<file path="config.mk">
export PLATFORM = sky130hd
export DESIGN_NAME = pdt_top
export DESIGN_NICKNAME = d
export VERILOG_FILES = /design/src/hdl/pdt_pkg.sv /design/src/hdl/pdt_regfile.sv /design/src/hdl/pdt_top.sv
export VERILOG_INCLUDE_DIRS = /design/src /design/src/hdl
export SDC_FILE = /design/constraint.sdc
export NUM_CORES = 1
export LEC_CHECK = 0
export BUFFER_PORTS_ARGS = -buffer_cell sky130_fd_sc_hd__buf_2
export CAP_MARGIN = 10
export CORE_ASPECT_RATIO = 1.25
export CORE_MARGIN = 3
export CORE_UTILIZATION = 45
export DETAILED_ROUTE_END_ITERATION = 8
export PLACE_DENSITY = 0.7
export SKIP_CTS_REPAIR_TIMING = 1
export SLEW_MARGIN = 30
export SYNTH_ARGS = -nofsm -noshare
export SYNTH_HDL_FRONTEND = slang
export SYNTH_SLANG_ARGS = --single-unit
</file>
<file path="constraint.sdc">
create_clock -name I_CLK -period 4.11 [get_ports I_CLK]
set_input_delay 0.822 -clock I_CLK [delete_from_list [all_inputs] [get_ports I_CLK]]
set_output_delay 0.822 -clock I_CLK [all_outputs]
set_load 0.01 [all_outputs]
</file>
<file path="src/hdl/pdt_consts.svh">
`ifndef PDT_CONSTS_SVH
`define PDT_CONSTS_SVH
`define PDT_ADDR_FBDIV12 8'h3d
`define PDT_ADDR_FBDIV3 8'h3e
`define PDT_ADDR_VCOBIAS 8'h3f
`define PDT_ADDR_PREEMPH 8'h48
`define PDT_ADDR_TRIGCTL 8'h57
`define PDT_RST_FBDIV12 8'h00
`define PDT_RST_FBDIV3 8'h20
`define PDT_RST_VCOBIAS 8'h4f
`define PDT_RST_PREEMPH 8'h00
`define PDT_RST_TRIGCTL 8'h00
`define PDT_MASK_FBDIV12 8'h0f
`define PDT_MASK_FBDIV3 8'h3f
`define PDT_MASK_VCOBIAS 8'h7f
`define PDT_MASK_PREEMPH 8'h0f
`define PDT_MASK_TRIGCTL 8'h87
`define PDT_TRIG_EN_BIT 7
`define PDT_UI16_HALF 7'h08
`define PDT_UI32_HALF 7'h10
`define PDT_UI64_HALF 7'h20
`endif

</file>
<file path="src/hdl/pdt_pkg.sv">
package pdt_pkg;
    typedef struct packed {
        logic wr;
        logic rd;
        logic [7:0] addr;
        logic [7:0] wdata;
    } pdt_bus_s;

    typedef struct packed {
        logic [2:0] first_ratio;
        logic [2:0] second_ratio;
        logic [5:0] third_ratio;
        logic [6:0] osc_bias;
        logic [3:0] preemph;
        logic div_valid;
    } pdt_cfg_s;

    typedef enum logic [1:0] {
        PDT_TRIG_OFF,
        PDT_TRIG_CLK,
        PDT_TRIG_TSTAMP,
        PDT_TRIG_RSVD
    } pdt_trig_e;
endpackage : pdt_pkg

</file>
<file path="src/hdl/pdt_regfile.sv">
`timescale 1ns/100ps
`include "pdt_consts.svh"
module pdt_regfile
(
    input wire logic i_clk,
    input wire logic i_rst,
    input wire pdt_pkg::pdt_bus_s i_bus,
    output logic [7:0] o_rdata,
    output logic [7:0] o_fbdiv12,
    output logic [7:0] o_fbdiv3,
    output logic [7:0] o_vcobias,
    output logic [7:0] o_preemph,
    output logic [7:0] o_trigctl
);
    import pdt_pkg::*;

    // reserved bits are held at zero so they read back as zero
    wire logic [7:0] next_rdata;
    assign next_rdata = (i_bus.addr == `PDT_ADDR_FBDIV12) ? o_fbdiv12 :
                        (i_bus.addr == `PDT_ADDR_FBDIV3) ? o_fbdiv3 :
                        (i_bus.addr == `PDT_ADDR_VCOBIAS) ? o_vcobias :
                        (i_bus.addr == `PDT_ADDR_PREEMPH) ? o_preemph :
                        (i_bus.addr == `PDT_ADDR_TRIGCTL) ? o_trigctl : 8'h00;

    always_ff @(posedge i_clk)
    begin
        if (i_rst)
        begin
            o_fbdiv12 <= `PDT_RST_FBDIV12;
            o_fbdiv3 <= `PDT_RST_FBDIV3;
            o_vcobias <= `PDT_RST_VCOBIAS;
            o_preemph <= `PDT_RST_PREEMPH;
            o_trigctl <= `PDT_RST_TRIGCTL;
            o_rdata <= 8'h00;
        end
        else
        begin
            if (i_bus.rd)
                o_rdata <= next_rdata;
            if (i_bus.wr && i_bus.addr == `PDT_ADDR_FBDIV12)
                o_fbdiv12 <= i_bus.wdata & `PDT_MASK_FBDIV12;
            if (i_bus.wr && i_bus.addr == `PDT_ADDR_FBDIV3)
                o_fbdiv3 <= i_bus.wdata & `PDT_MASK_FBDIV3;
            if (i_bus.wr && i_bus.addr == `PDT_ADDR_VCOBIAS)
                o_vcobias <= i_bus.wdata & `PDT_MASK_VCOBIAS;
            if (i_bus.wr && i_bus.addr == `PDT_ADDR_PREEMPH)
                o_preemph <= i_bus.wdata & `PDT_MASK_PREEMPH;
            if (i_bus.wr && i_bus.addr == `PDT_ADDR_TRIGCTL)
                o_trigctl <= i_bus.wdata & `PDT_MASK_TRIGCTL;
        end
    end
endmodule : pdt_regfile

</file>
<file path="src/hdl/pdt_top.sv">
`timescale 1ns/100ps
`include "pdt_consts.svh"
// Function
// - second divider code 0,1,2 gives divide by 1,2,4; code 3 reserved.
// - first divider output feeds second; second output is the sampling clock.
// - first divider code 0,1,2 gives divide by 5,4,3; code 3 reserved.
// - third divider ratio is the six-bit value, 1 to 63, reset 32.
// - sampling clock divided by third ratio gives the feedback clock.
// - one pre-emphasis value drives every lane alike.
// - trigger output buffer and divider run only while enable is 1.
// - modes 0,1,2 output a clock of 16, 32 or 64 unit intervals.
// - mode 3 outputs the resampled timestamp; modes 4 to 7 reserved.
// - clock modes come from the serializer and stop while it re-initializes.
// - enabled trigger clock may serve as the receiver reference clock.
module pdt_top
#(
    parameter int LANES = 8
)
(
    input wire logic I_CLK,
    input wire logic I_RST,
    input wire logic I_WR,
    input wire logic I_RD,
    input wire logic [7:0] I_ADDR,
    input wire logic [7:0] I_WDATA,
    input wire logic I_SER_UI_TICK,
    input wire logic I_SER_INIT,
    input wire logic I_TIMESTAMP,
    input wire logic I_SYNTH_RESET,
    input wire logic I_SAMPLE_CLK_TICK,
    output logic [7:0] O_RDATA,
    output pdt_pkg::pdt_cfg_s O_CFG,
    output logic [4*LANES-1:0] O_LANE_PREEMPH,
    output logic O_TRIG_OUT_PIN,
    output logic O_TRIG_OUT_OE,
    output logic O_FEEDBACK_CLK
);
    import pdt_pkg::*;

    logic [7:0] fbdiv12;
    logic [7:0] fbdiv3;
    logic [7:0] vcobias;
    logic [7:0] preemph;
    logic [7:0] trigctl;
    pdt_bus_s bus;

    // bus fields travel together so the register file sees one request
    assign bus = '{wr: I_WR, rd: I_RD, addr: I_ADDR, wdata: I_WDATA};

    pdt_regfile u_regs
    (
        .i_clk(I_CLK),
        .i_rst(I_RST),
        .i_bus(bus),
        .o_rdata(O_RDATA),
        .o_fbdiv12(fbdiv12),
        .o_fbdiv3(fbdiv3),
        .o_vcobias(vcobias),
        .o_preemph(preemph),
        .o_trigctl(trigctl)
    );

    function automatic logic [2:0] first_ratio(input logic [1:0] code);
        case (code)
            2'h0: first_ratio = 3'h5;
            2'h1: first_ratio = 3'h4;
            2'h2: first_ratio = 3'h3;
            default: first_ratio = 3'h0;
        endcase
    endfunction : first_ratio

    function automatic logic [2:0] second_ratio(input logic [1:0] code);
        case (code)
            2'h0: second_ratio = 3'h1;
            2'h1: second_ratio = 3'h2;
            2'h2: second_ratio = 3'h4;
            default: second_ratio = 3'h0;
        endcase
    endfunction : second_ratio

    // code 3 of either two-bit divider field is reserved
    function automatic logic code_legal(input logic [1:0] code);
        code_legal = (code != 2'h3);
    endfunction : code_legal

    wire logic [5:0] n_ratio;
    assign n_ratio = fbdiv3[5:0];
    wire pdt_cfg_s next_cfg;
    // reserved codes and a zero ratio flag the divider chain as invalid
    assign next_cfg = '{
        first_ratio: first_ratio(fbdiv12[1:0]),
        second_ratio: second_ratio(fbdiv12[3:2]),
        third_ratio: n_ratio,
        osc_bias: vcobias[6:0],
        preemph: preemph[3:0],
        div_valid: code_legal(fbdiv12[1:0]) && code_legal(fbdiv12[3:2]) && (n_ratio != 6'h00)
    };

    wire logic [4*LANES-1:0] next_lane_pe;
    // fanned out here so a lane count change needs no register change
    genvar g;
    generate
        for (g = 0; g < LANES; g++)
        begin : g_lane
            assign next_lane_pe[4*g +: 4] = preemph[3:0];
        end
    endgenerate

    // feedback divide of the sampling clock
    logic [5:0] fb_cnt;
    wire logic fb_wrap;
    assign fb_wrap = (fb_cnt >= n_ratio - 6'h01);
    wire logic [5:0] next_fb_cnt;
    assign next_fb_cnt = fb_wrap ? 6'h00 : fb_cnt + 6'h01;
    // odd ratios give a high phase one count shorter than the low phase
    wire logic next_fb_clk;
    assign next_fb_clk = (fb_cnt < (n_ratio >> 1));
    // divider held while synthesizer reset is asserted, so ratio changes take effect cleanly
    wire logic fb_run;
    assign fb_run = !I_SYNTH_RESET && next_cfg.div_valid && I_SAMPLE_CLK_TICK;

    wire logic [6:0] half_ui;
    assign half_ui = (trigctl[1:0] == 2'h0) ? `PDT_UI16_HALF :
                     (trigctl[1:0] == 2'h1) ? `PDT_UI32_HALF : `PDT_UI64_HALF;
    wire logic trig_en;
    assign trig_en = trigctl[`PDT_TRIG_EN_BIT];
    wire pdt_trig_e trig_mode;
    assign trig_mode = !trig_en ? PDT_TRIG_OFF :
                       (trigctl[2:0] <= 3'h2) ? PDT_TRIG_CLK :
                       (trigctl[2:0] == 3'h3) ? PDT_TRIG_TSTAMP : PDT_TRIG_RSVD;
    logic [6:0] ui_cnt;
    logic trig_clk;
    // one resample stage only: the timestamp is taken as synchronous to the clock
    logic tstamp_q;
    wire logic ui_wrap;
    assign ui_wrap = (ui_cnt >= half_ui - 7'h01);
    wire logic [6:0] next_ui_cnt;
    assign next_ui_cnt = ui_wrap ? 7'h00 : ui_cnt + 7'h01;
    // counter restarts from zero, so the first half period after enable is whole
    wire logic ui_hold;
    assign ui_hold = (trig_mode != PDT_TRIG_CLK) || I_SER_INIT;
    logic next_pin;

    // reserved modes and a disabled output both park the pin low
    always_comb
    begin
        case (trig_mode)
            PDT_TRIG_CLK: next_pin = trig_clk;
            PDT_TRIG_TSTAMP: next_pin = tstamp_q;
            default: next_pin = 1'b0;
        endcase
    end

    always_ff @(posedge I_CLK)
    begin
        if (I_RST)
        begin
            fb_cnt <= 6'h00;
            O_FEEDBACK_CLK <= 1'b0;
        end
        else if (fb_run)
        begin
            fb_cnt <= next_fb_cnt;
            O_FEEDBACK_CLK <= next_fb_clk;
        end
        else if (I_SYNTH_RESET)
        begin
            fb_cnt <= 6'h00;
            O_FEEDBACK_CLK <= 1'b0;
        end
    end

    always_ff @(posedge I_CLK)
    begin
        if (I_RST || ui_hold)
        begin
            ui_cnt <= 7'h00;
            trig_clk <= 1'b0;
        end
        else if (I_SER_UI_TICK)
        begin
            ui_cnt <= next_ui_cnt;
            if (ui_wrap)
                trig_clk <= !trig_clk;
        end
    end

    always_ff @(posedge I_CLK)
    begin
        if (I_RST)
        begin
            tstamp_q <= 1'b0;
            O_TRIG_OUT_PIN <= 1'b0;
            O_TRIG_OUT_OE <= 1'b0;
            O_CFG <= '0;
            O_LANE_PREEMPH <= '0;
        end
        else
        begin
            tstamp_q <= I_TIMESTAMP;
            O_TRIG_OUT_PIN <= next_pin;
            O_TRIG_OUT_OE <= trig_en;
            // registered so consumers see one coherent divider set
            O_CFG <= next_cfg;
            O_LANE_PREEMPH <= next_lane_pe;
        end
    end
endmodule : pdt_top

</file>
==> impl_metrics.env, run 1 <==
export IMPL_synth_compound_area_share_pct=12.7
export IMPL_synth_xor_area_share_pct=2.70
export IMPL_worst_setup_path_start_kind="flop"
export IMPL_criticalPathCategory="flop to flop"
export IMPL_cts_tree="done"
export IMPL_core_mm2=0.00753
export IMPL_syn_inst=394
export IMPL_portBuffers=91
export IMPL_path_cells="nor3_1 -> nand3_1 -> xnor2_1 -> ha_1 -> and3_1 -> a221oi_2 -> and3_1 -> a22o_1"
export IMPL_tns_ns=0
export IMPL_synth_edf_count=0
export IMPL_start_util_pct=47.4
export IMPL_avgSynthCellArea_um2=9.05
export IMPL_crit_top_cell="and3_1"
export IMPL_p_leak_nw=1.87
export IMPL_hold_slack_ns=0.461
export IMPL_clkSinkCount=75
export IMPL_crit_slowest_cell="a221oi_2"
export IMPL_layout_setup_ws_ns=1.55
export IMPL_rows=35
export IMPL_clock_path_buffers=2
export IMPL_ios=92
export IMPL_synth_top_family_by_area="simple AND/OR/NAND/NOR gates"
export IMPL_fp_dieW_um=85.6
export IMPL_wire_per_inst_um=14.3
export IMPL_ys_warn_count=0
export IMPL_drc=0
export IMPL_final_common_cell="buf_2"
export IMPL_gr_total_overflow=0
export IMPL_cap_viol_max_count=0
export IMPL_fillCellCount=726
export IMPL_power_per_cell_area_mw_per_mm2=343
export IMPL_synth_top_area_share_pct=42.1
export IMPL_final_seq_area_mm2=0.00150
export IMPL_drt_total_wl_mm=7.89
export IMPL_gp_congestion=0.864
export IMPL_drive_above_1_share_pct=26.8
export IMPL_htreeDepth=3
export IMPL_finalHoldViolations=0
export IMPL_yosysTopAreaCell="dfxtp_1"
export IMPL_synth_mux_area_fraction_pct=4.52
export IMPL_status="finished clean"
export IMPL_cp_end_kind="flop"
export IMPL_syn2layout_area_growth_pct=13.7
export IMPL_yosys_top_cells_area="dfxtp_1 (42%), buf_4 (6.7%), ha_1 (5.6%)"
export IMPL_drt_pass1_iterations=4
export IMPL_finalCriticalPeriod_ns=2.56
export IMPL_die_height_um=106
export IMPL_p_total_mw=1.39
export IMPL_cts_buffers=9
export IMPL_layout_nets=495
export IMPL_cp_max_fo=8
export IMPL_place_inst=535
export IMPL_fmax_ghz=0.390
export IMPL_multi_input_area_mm2=0.00170
export IMPL_synth_top_flop_cell="dfxtp_1"
export IMPL_diodes=0
export IMPL_grt_start_max_net_pins=53
export IMPL_finalCritPeriodShare_pct=62.3
export IMPL_dieArea_mm2=0.00904
export IMPL_rsz0062_at_grt="no"
export IMPL_crit_family="simple AND/OR/NAND/NOR gates"
export IMPL_synth_simple_gate_area_share_pct=22.3
export IMPL_synth_nets=435
export IMPL_seq_area_frac_synth_pct=42.1
export IMPL_drtIter0Drc=165
export IMPL_max_stage_delay_ns=0.52
export IMPL_vias=2890
export IMPL_setup_violations=0
export IMPL_grt_pass1_vias=2736
export IMPL_synthAdderAreaFrac_pct=5.61
export IMPL_syn_area_mm2=0.00357
export IMPL_worstPathArrival_ns=2.84
export IMPL_grt_usage_pct=18.3
export IMPL_grt_pass1_wl_mm=13.1
export IMPL_async_reset_ff_share_pct=0
export IMPL_clk_pin_slew_worst_paths_ns=0.08
export IMPL_synth_distinct_cells=49
export IMPL_pre_cts_slack_ns=1.62
export IMPL_final_cell_mix="buf_2 (91), dfxtp_1 (75), nor2_1 (44)"
export IMPL_cp_required_ns=4.39
export IMPL_clk_latency_ns=0.34
export IMPL_antenna_found_initial=0
export IMPL_worstMarginPinSlew_ns=0.677
export IMPL_critPathBufInv=0
export IMPL_dp_hpwl_mm=5.88
export IMPL_maxSlewViolCount=0
export IMPL_slew_headroom_pct=54.5
export IMPL_ant_nets=0
export IMPL_clockRootBuffer="clkbuf_8"
export IMPL_fin_cells=551
export IMPL_synth_ff_latch_count=75
export IMPL_ir_drop_uv=181
export IMPL_via_per_inst=5.25
export IMPL_hold_path_class="flop to flop"
export IMPL_skew_ns=0.00889
[state kept, by name, indices dropped and copies added (netlist names), 6 cells and up]
| signal | count |
|---|---|
| O_CFG | 23 |
| u_regs.o_vcobias | 7 |
| u_regs.o_fbdiv3 | 6 |
| ui_cnt | 7 |
| u_regs.o_rdata | 8 |
| fb_cnt | 6 |
[cell usage after synthesis, types with 4 or more instances]
master,n
a21oi_1,22
nor3b_1,4
o21ai_0,10
mux2i_1,15
a22o_1,5
nand2_1,26
clkbuf_1,7
ha_1,16
xor2_1,5
a22oi_1,5
nor2_1,44
nand3_1,20
nand4_1,7
xnor2_1,6
dfxtp_1,75
buf_4,32
nor2b_1,20
inv_1,19
nand2b_1,6
a211o_1,6
[per-stage QoR]
stage / utilization, % / area, um2
final: 53.9 / 4060
after global routing: 53.9 / 4060
after CTS: 53.9 / 4060
after detailed placement: 51.2 / 3850
after global placement: 51.2 / 3850
after floorplan: - / 3570
[power breakdown]
part / internal [mW] / switching, mW / total, mW
logic: 0.0310 / 0.0532 / 0.0841
clock network: 0.297 / 0.272 / 0.569
registers: 0.734 / 0.00339 / 0.738
total: 1.06 / 0.328 / 1.39
[layer usage]
metal | GRT usage (%) | part of all wire (%)
met3 | 4.77 | 7.6
met1 | 22.6 | 41
met2 | 30.4 | 50
met5 | 0 | 0
met4 | 6.79 | 1.2
[final timing paths]
check / cells after the start / slack [ns] / to / start
min: 2 / 0.46 / O_TRIG_OUT_PIN$_SDFF_PP0_ / tstamp_q$_SDFF_PP0_
max reg2reg: 8 / 1.55 / fb_cnt[4]$_SDFFE_PP0P_ / u_regs.o_fbdiv3[2]$_SDFFE_PP0P_
min reg2reg: 2 / 0.46 / O_TRIG_OUT_PIN$_SDFF_PP0_ / tstamp_q$_SDFF_PP0_
max: 8 / 1.55 / fb_cnt[4]$_SDFFE_PP0P_ / u_regs.o_fbdiv3[2]$_SDFFE_PP0P_
[worst register-to-register path: stages, from the launching register on]
cell	delay (ns)
dfxtp_1	0.37
nor3_1	0.38
nand3_1	0.15
xnor2_1	0.19
ha_1	0.28
and3_1	0.19
a221oi_2	0.52
and3_1	0.29
a22o_1	0.14
[layout make-up]
class | instances | area share (%)
well taps | 92 | 2.84
clock buffers | 10 | 3.39
inverters | 19 | 1.76
clock inverters | 6 | 1.60
multi-input cells | 257 | 42.0
flip-flops and latches | 75 | 37.0
repair buffers | 92 | 11.4
[cells by family after synthesis]
family / Yosys count
buffers and inverters: 62
xor gates and xnor gates: 11
AOI/OAI and AO/OA: 66
and+or+nand+nor: 148
muxes: 16
adders and majority gates: 16
DFF: 75
No activity file was read; power rests on OpenSTA's default activity.
==> run 2, diff against run 1 <==
--- a/config.mk
+++ b/config.mk
@@ -12,7 +12,7 @@
 export CORE_MARGIN = 3
 export CORE_UTILIZATION = 45
 export DETAILED_ROUTE_END_ITERATION = 8
-export PLACE_DENSITY = 0.7
+export PLACE_DENSITY = 0.72
 export SKIP_CTS_REPAIR_TIMING = 1
 export SLEW_MARGIN = 30
 export SYNTH_ARGS = -nofsm -noshare
==> constraint.sdc (replaced) <==
create_clock -name I_CLK -period 2.15 [get_ports I_CLK]
set_input_delay 0.43 -clock I_CLK [delete_from_list [all_inputs] [get_ports I_CLK]]
set_output_delay 0.43 -clock I_CLK [all_outputs]
set_load 0.01 [all_outputs]
==> run 2 against run 1 <==
  * The flow now finishes with violations (negative setup slack)
  * Power is 120% higher
  * Sequential cell count is the same
  * Clock-buffer cell count unchanged
  * Combinational power rose by 100%
  * Critical path depth stayed put
  * Sequential power rose by 91%
  * Non-clock buffer count rose by 16
  * Hold slack got worse by 0.15 ns
  * Worst setup slack got worse by 1.6 ns
  * Core utilization up 3.9 points
  * First-iteration DRC count fell by 22%
  * Maximum frequency up 16%
==> impl_metrics.env, run 2 (same netlist as run 1, synthesis figures left out) <==
export IMPL_rsz0062_at_grt="yes"
export IMPL_clk_latency_ns=0.35
export IMPL_ant_nets=0
export IMPL_pwr_share_clk_pct=47.2
export IMPL_final_cell_mix="buf_2 (91), dfxtp_1 (70), nor2_1 (44)"
export IMPL_power_per_cell_area_mw_per_mm2=688
export IMPL_gp_congestion=0.868
export IMPL_swShare_pct=21.1
export IMPL_cts_tree="done"
export IMPL_setup_violations=3
export IMPL_p_leak_nw=2.02
export IMPL_grt_start_max_net_pins=59
export IMPL_wire_per_inst_um=15.4
export IMPL_drt_total_wl_mm=8.71
export IMPL_drive_above_1_share_pct=32.6
export IMPL_worst_setup_path_start_kind="flop"
export IMPL_cp_max_fo=8
export IMPL_rows=35
export IMPL_net_switching_power_mw=0.632
export IMPL_cp_end_kind="flop"
export IMPL_cts_buffers=9
export IMPL_clkSinkCount=75
export IMPL_ir_drop_uv=550
export IMPL_seqPwrFrac_pct=47.1
export IMPL_worstMarginPinSlew_ns=0.468
export IMPL_fp_dieW_um=85.6
export IMPL_clock_path_buffers=2
export IMPL_finalCritPeriodShare_pct=103
export IMPL_dp_hpwl_mm=6.21
export IMPL_fillCellCount=691
export IMPL_grt_usage_pct=18.9
export IMPL_regMostFlops="O_CFG"
export IMPL_finalHoldViolations=0
export IMPL_drc=0
export IMPL_drtIter0Drc=129
export IMPL_htreeDepth=3
export IMPL_diodes=0
export IMPL_skew_ns=0.00856
export IMPL_criticalPathCategory="flop to flop"
export IMPL_layout_setup_ws_ns=-0.0585
export IMPL_status="finished, violations left"
export IMPL_worstPathArrival_ns=2.50
export IMPL_antenna_found_initial=0
export IMPL_largest_reg_flops=23
export IMPL_maxSlewViolCount=0
export IMPL_layout_nets=511
export IMPL_slew_headroom_pct=68.7
export IMPL_dieArea_mm2=0.00904
export IMPL_start_util_pct=47.4
export IMPL_multi_input_area_mm2=0.00179
export IMPL_drt_pass1_iterations=4
export IMPL_die_height_um=106
export IMPL_core_mm2=0.00753
export IMPL_via_per_inst=5.34
export IMPL_grt_pass1_vias=2907
export IMPL_grt_pass1_wl_mm=13.5
export IMPL_violations="negative setup slack"
export IMPL_clk_pin_slew_worst_paths_ns=0.08
export IMPL_finalCriticalPeriod_ns=2.21
export IMPL_cp_required_ns=2.44
export IMPL_final_seq_area_mm2=0.00151
export IMPL_portBuffers=91
export IMPL_syn2layout_area_growth_pct=22.0
export IMPL_cap_viol_max_count=0
export IMPL_gr_total_overflow=0
export IMPL_design_area_mm2=0.00435
export IMPL_placed_cell_area_mm2=0.00399
export IMPL_vias=3025
export IMPL_post_route_util_pct=57.8
export IMPL_hold_path_class="primary input to flop"
export IMPL_final_common_cell="buf_2"
export IMPL_fmax_ghz=0.453
export IMPL_comb_power_share_pct=5.7
export IMPL_ios=92
export IMPL_clockRootBuffer="clkbuf_8"
export IMPL_internal_power_mw=2.36
export IMPL_top_regs="O_CFG x23, u_regs.o_rdata x8"
[run 2: cell count changes in the layout (fill, tap and decap cells not counted), sizes merged]
| cell | previous run | this run |
|---|---|---|
| clkinv | 4 | 2 |
| bufinv | 1 | 4 |
| clkinvlp | 1 | 0 |
| buf | 92 | 108 |
[run 2: layout make-up]
| class | count | area share [%] |
|---|---|---|
| clock buffer | 10 | 2.93 |
| clock inverter | 6 | 3.16 |
| inverter | 19 | 1.75 |
| multi-input combinational | 257 | 41.1 |
| sequential | 75 | 34.7 |
| tap | 92 | 2.65 |
| timing repair buffer | 108 | 13.7 |
[run 2: worst max-delay path, stage by stage, from the launching register on]
cell	delay, ns
dfxtp_2	0.35
nor3_4	0.22
nand3_2	0.12
xnor2_1	0.19
ha_1	0.28
and3_4	0.18
a221oi_4	0.41
and3_4	0.26
a22o_1	0.13
[run 2: power groups by stage]
stage	sequential (mW)	clock, mW	combinational [mW]
global placement	1.44	0	0.165
global route	1.41	1.49	0.189
floorplan	1.45	0	0.0825
detailed placement	1.44	0	0.167
finish	1.41	1.41	0.171
CTS	1.41	1.45	0.168
[run 2: worst paths after layout]
path	startpoint	endpoint	slack, ns	cells past startpoint
max	u_regs.o_fbdiv3[4]$_SDFFE_PP0P_	fb_cnt[4]$_SDFFE_PP0P_	-0.06	8
min	I_TIMESTAMP	tstamp_q$_SDFF_PP0_	0.31	2
max reg2reg	u_regs.o_fbdiv3[4]$_SDFFE_PP0P_	fb_cnt[4]$_SDFFE_PP0P_	-0.06	8
min reg2reg	u_regs.o_trigctl[7]$_SDFFE_PP0P_	u_regs.o_trigctl[7]$_SDFFE_PP0P_	0.46	2
[run 2: per-stage QoR]
| stage | instances | total power [mW] | setup slack [ns] | TNS, ns | hold WS (ns) |
|---|---|---|---|---|---|
| 2_1_floorplan | 394 | 1.53 | 0.0258 | 0 | 0.440 |
| 3_3_place_gp | 549 | 1.61 | 0.00000444 | 0 | 0.452 |
| 3_5_place_dp | 549 | 1.61 | -0.110 | -0.318 | 0.455 |
| 4_1_cts | 565 | 3.03 | -0.132 | -0.406 | 0.291 |
| 5_1_grt | 567 | 3.09 | -0.163 | -0.683 | 0.297 |
| 6_report | 567 | 2.99 | -0.0585 | -0.160 | 0.308 |
[run 2: per-layer routing]
metal	GRT usage, %	routed length, um
met1	21.6	3520
met2	32.5	4370
met3	5.16	632
met4	8.14	195
met5	0	0
==> run 3, diff against run 2 <==
--- a/config.mk
+++ b/config.mk
@@ -7,12 +7,12 @@
 export NUM_CORES = 1
 export LEC_CHECK = 0
 export BUFFER_PORTS_ARGS = -buffer_cell sky130_fd_sc_hd__buf_2
-export CAP_MARGIN = 10
 export CORE_ASPECT_RATIO = 1.25
 export CORE_MARGIN = 3
 export CORE_UTILIZATION = 45
 export DETAILED_ROUTE_END_ITERATION = 8
 export PLACE_DENSITY = 0.72
+export RECOVER_POWER = 50
 export SKIP_CTS_REPAIR_TIMING = 1
 export SLEW_MARGIN = 30
 export SYNTH_ARGS = -nofsm -noshare
==> run 3 against run 2 <==
  * The flow still finishes with violations (negative setup slack)
  * Wire length down 0.14%
  * Clock skew about the same
  * Core utilization down 0.73 points
  * Combinational power down 4%
  * Clock power about the same
  * Largest power group unchanged
  * Worst setup slack worse by 0.0028 ns
  * Cell count unchanged
  * Sequential cell count unchanged
  * Maximum frequency down 0.13%
  * Hold slack worse by 0.0016 ns
==> impl_metrics.env, run 3 (same netlist as run 1, synthesis figures left out) <==
export IMPL_status="finished, violations left"
export IMPL_violations="negative setup slack"
export IMPL_crit_slowest_cell="a221oi_4"
export IMPL_dp_hpwl_mm=6.21
export IMPL_grt_pass1_vias=2907
export IMPL_slew_headroom_pct=22.8
export IMPL_cap_viol_max_count=0
export IMPL_gr_total_overflow=0
export IMPL_drt_pass1_iterations=5
export IMPL_net_switching_power_mw=0.632
export IMPL_core_mm2=0.00753
export IMPL_grt_start_max_net_pins=59
export IMPL_holdPathEnd="tstamp_q$_SDFF_PP0_"
export IMPL_start_util_pct=47.4
export IMPL_setup_violations=3
export IMPL_reg2reg_slack_ns=-0.06
export IMPL_r2r_start="u_regs.o_fbdiv3[3]$_SDFFE_PP0P_"
export IMPL_fp_dieW_um=85.6
export IMPL_clk_latency_ns=0.35
export IMPL_layout_setup_ws_ns=-0.0613
export IMPL_htreeDepth=3
export IMPL_syn2layout_area_growth_pct=20.4
export IMPL_final_common_cell="dfxtp_1"
export IMPL_worstPathArrival_ns=2.50
export IMPL_critPathBufInv=0
export IMPL_crit_top_cell="and3_4"
export IMPL_grt_pass1_wl_mm=13.5
export IMPL_clkSinkCount=75
export IMPL_max_stage_delay_ns=0.42
export IMPL_path_cells="nor3_4 -> nand3_2 -> xnor2_1 -> ha_1 -> and3_4 -> a221oi_4 -> and3_4 -> a22o_1"
export IMPL_cts_buffers=9
export IMPL_cp_end_kind="flop"
export IMPL_drt_total_wl_mm=8.70
export IMPL_fillCellCount=707
export IMPL_hold_path_class="primary input to flop"
export IMPL_cp_required_ns=2.44
export IMPL_power_per_cell_area_mw_per_mm2=695
export IMPL_finalHoldViolations=0
export IMPL_rows=35
export IMPL_layout_nets=511
export IMPL_min_path_cells=2
export IMPL_ios=92
export IMPL_dieArea_mm2=0.00904
export IMPL_final_cell_mix="dfxtp_1 (70), buf_2 (59), nor2_1 (44)"
export IMPL_die_height_um=106
export IMPL_worstMarginPinSlew_ns=1.16
export IMPL_criticalPathCategory="flop to flop"
export IMPL_top_regs="O_CFG x23, u_regs.o_rdata x8"
export IMPL_pwr_share_clk_pct=47.3
export IMPL_swShare_pct=21.2
export IMPL_clk_pin_slew_worst_paths_ns=0.08
export IMPL_crit_family="simple AND/OR/NAND/NOR gates"
export IMPL_cp_max_fo=8
export IMPL_gp_congestion=0.868
export IMPL_p_leak_nw=1.89
export IMPL_worst_setup_path_start_kind="flop"
export IMPL_ant_nets=0
export IMPL_drtIter0Drc=123
export IMPL_portBuffers=91
export IMPL_largest_reg_flops=23
export IMPL_vias=3021
export IMPL_cts_tree="done"
export IMPL_finalCriticalPeriod_ns=2.21
export IMPL_skew_ns=0.00877
export IMPL_drive_above_1_share_pct=25.9
export IMPL_maxSlewViolCount=0
export IMPL_seqPwrFrac_pct=47.2
export IMPL_finalCritPeriodShare_pct=103
export IMPL_antenna_found_initial=0
export IMPL_regMostFlops="O_CFG"
export IMPL_wire_per_inst_um=15.3
export IMPL_hold_slack_ns=0.306
export IMPL_r2r_cells=8
export IMPL_via_per_inst=5.33
export IMPL_r2r_end="fb_cnt[5]$_SDFFE_PP0P_"
export IMPL_clockRootBuffer="clkbuf_8"
export IMPL_comb_power_share_pct=5.5
export IMPL_tns_ns=-0.166
export IMPL_drc=0
export IMPL_ir_drop_uv=550
export IMPL_grt_usage_pct=18.9
export IMPL_clock_path_buffers=2
export IMPL_diodes=0
export IMPL_min_delay_start="I_TIMESTAMP"
export IMPL_internal_power_mw=2.35
export IMPL_fmax_ghz=0.452
export IMPL_rsz0062_at_grt="yes"
## run 3: cell count changes in the layout (fill, tap and decap cells not counted), sizes merged
cell,previous run,this run
buf,108,75
clkbuf,10,43
## run 3: per-layer routing
layer	routed length, um	GRT usage (%)	up-vias
li1	-	-	1484
met1	3480	21.6	1406
met2	4370	32.5	115
met3	659	5.16	16
met4	195	8.14	0
met5	0	0	-
## run 3: how the worst max path moves through the flow
stage                                          startpoint                      to  slack, ns  cells past startpoint
after floorplan           u_regs.o_fbdiv3[2]$_SDFFE_PP0P_  fb_cnt[3]$_SDFFE_PP0P_       0.03                      8
after global placement    u_regs.o_fbdiv3[0]$_SDFFE_PP0P_  fb_cnt[3]$_SDFFE_PP0P_   0.000004                      9
after detailed placement  u_regs.o_fbdiv3[0]$_SDFFE_PP0P_  fb_cnt[5]$_SDFFE_PP0P_      -0.11                      9
after CTS                 u_regs.o_fbdiv3[0]$_SDFFE_PP0P_  fb_cnt[5]$_SDFFE_PP0P_      -0.13                      9
after global routing      u_regs.o_fbdiv3[3]$_SDFFE_PP0P_  fb_cnt[5]$_SDFFE_PP0P_      -0.16                      8
final                     u_regs.o_fbdiv3[3]$_SDFFE_PP0P_  fb_cnt[5]$_SDFFE_PP0P_      -0.06                      8
## run 3: power by group through the flow
stage          Clock [mW]  Sequential, mW  Combinational, mW
6_report             1.41            1.41              0.164
5_1_grt              1.49            1.41              0.182
4_1_cts              1.45            1.41              0.168
3_5_place_dp            0            1.44              0.167
3_3_place_gp            0            1.44              0.165
2_1_floorplan           0            1.45             0.0825
## run 3: worst reg2reg max path, stage by stage (launching register included)
cell      delay, ns
dfxtp_4        0.37
nor3_4         0.20
nand3_2        0.12
xnor2_1        0.19
ha_1           0.28
and3_4         0.18
a221oi_4       0.42
and3_4         0.26
a22o_1         0.13
## run 3: layout make-up
cell class              instances  area (um2)  area share, %
multi-input cells             257        1790           41.6
flip-flops and latches         75        1510           35.2
repair buffers                108         541           12.6
clock inverters                 6         138           3.20
clock buffers                  10         128           2.97
well taps                      92         115           2.68
inverters                      19        76.3           1.78
## run 3: through the flow
stage	cells	power, mW	setup WS (ns)	area [um2]	util, %
4_1_cts	565	3.03	-0.132	4250	56.5
2_1_floorplan	394	1.53	0.0258	3580	-
6_report	567	2.99	-0.0613	4300	57.0
5_1_grt	567	3.08	-0.163	4300	57.0
3_3_place_gp	549	1.61	0.00000444	3990	53.0
3_5_place_dp	549	1.61	-0.110	3990	53.0
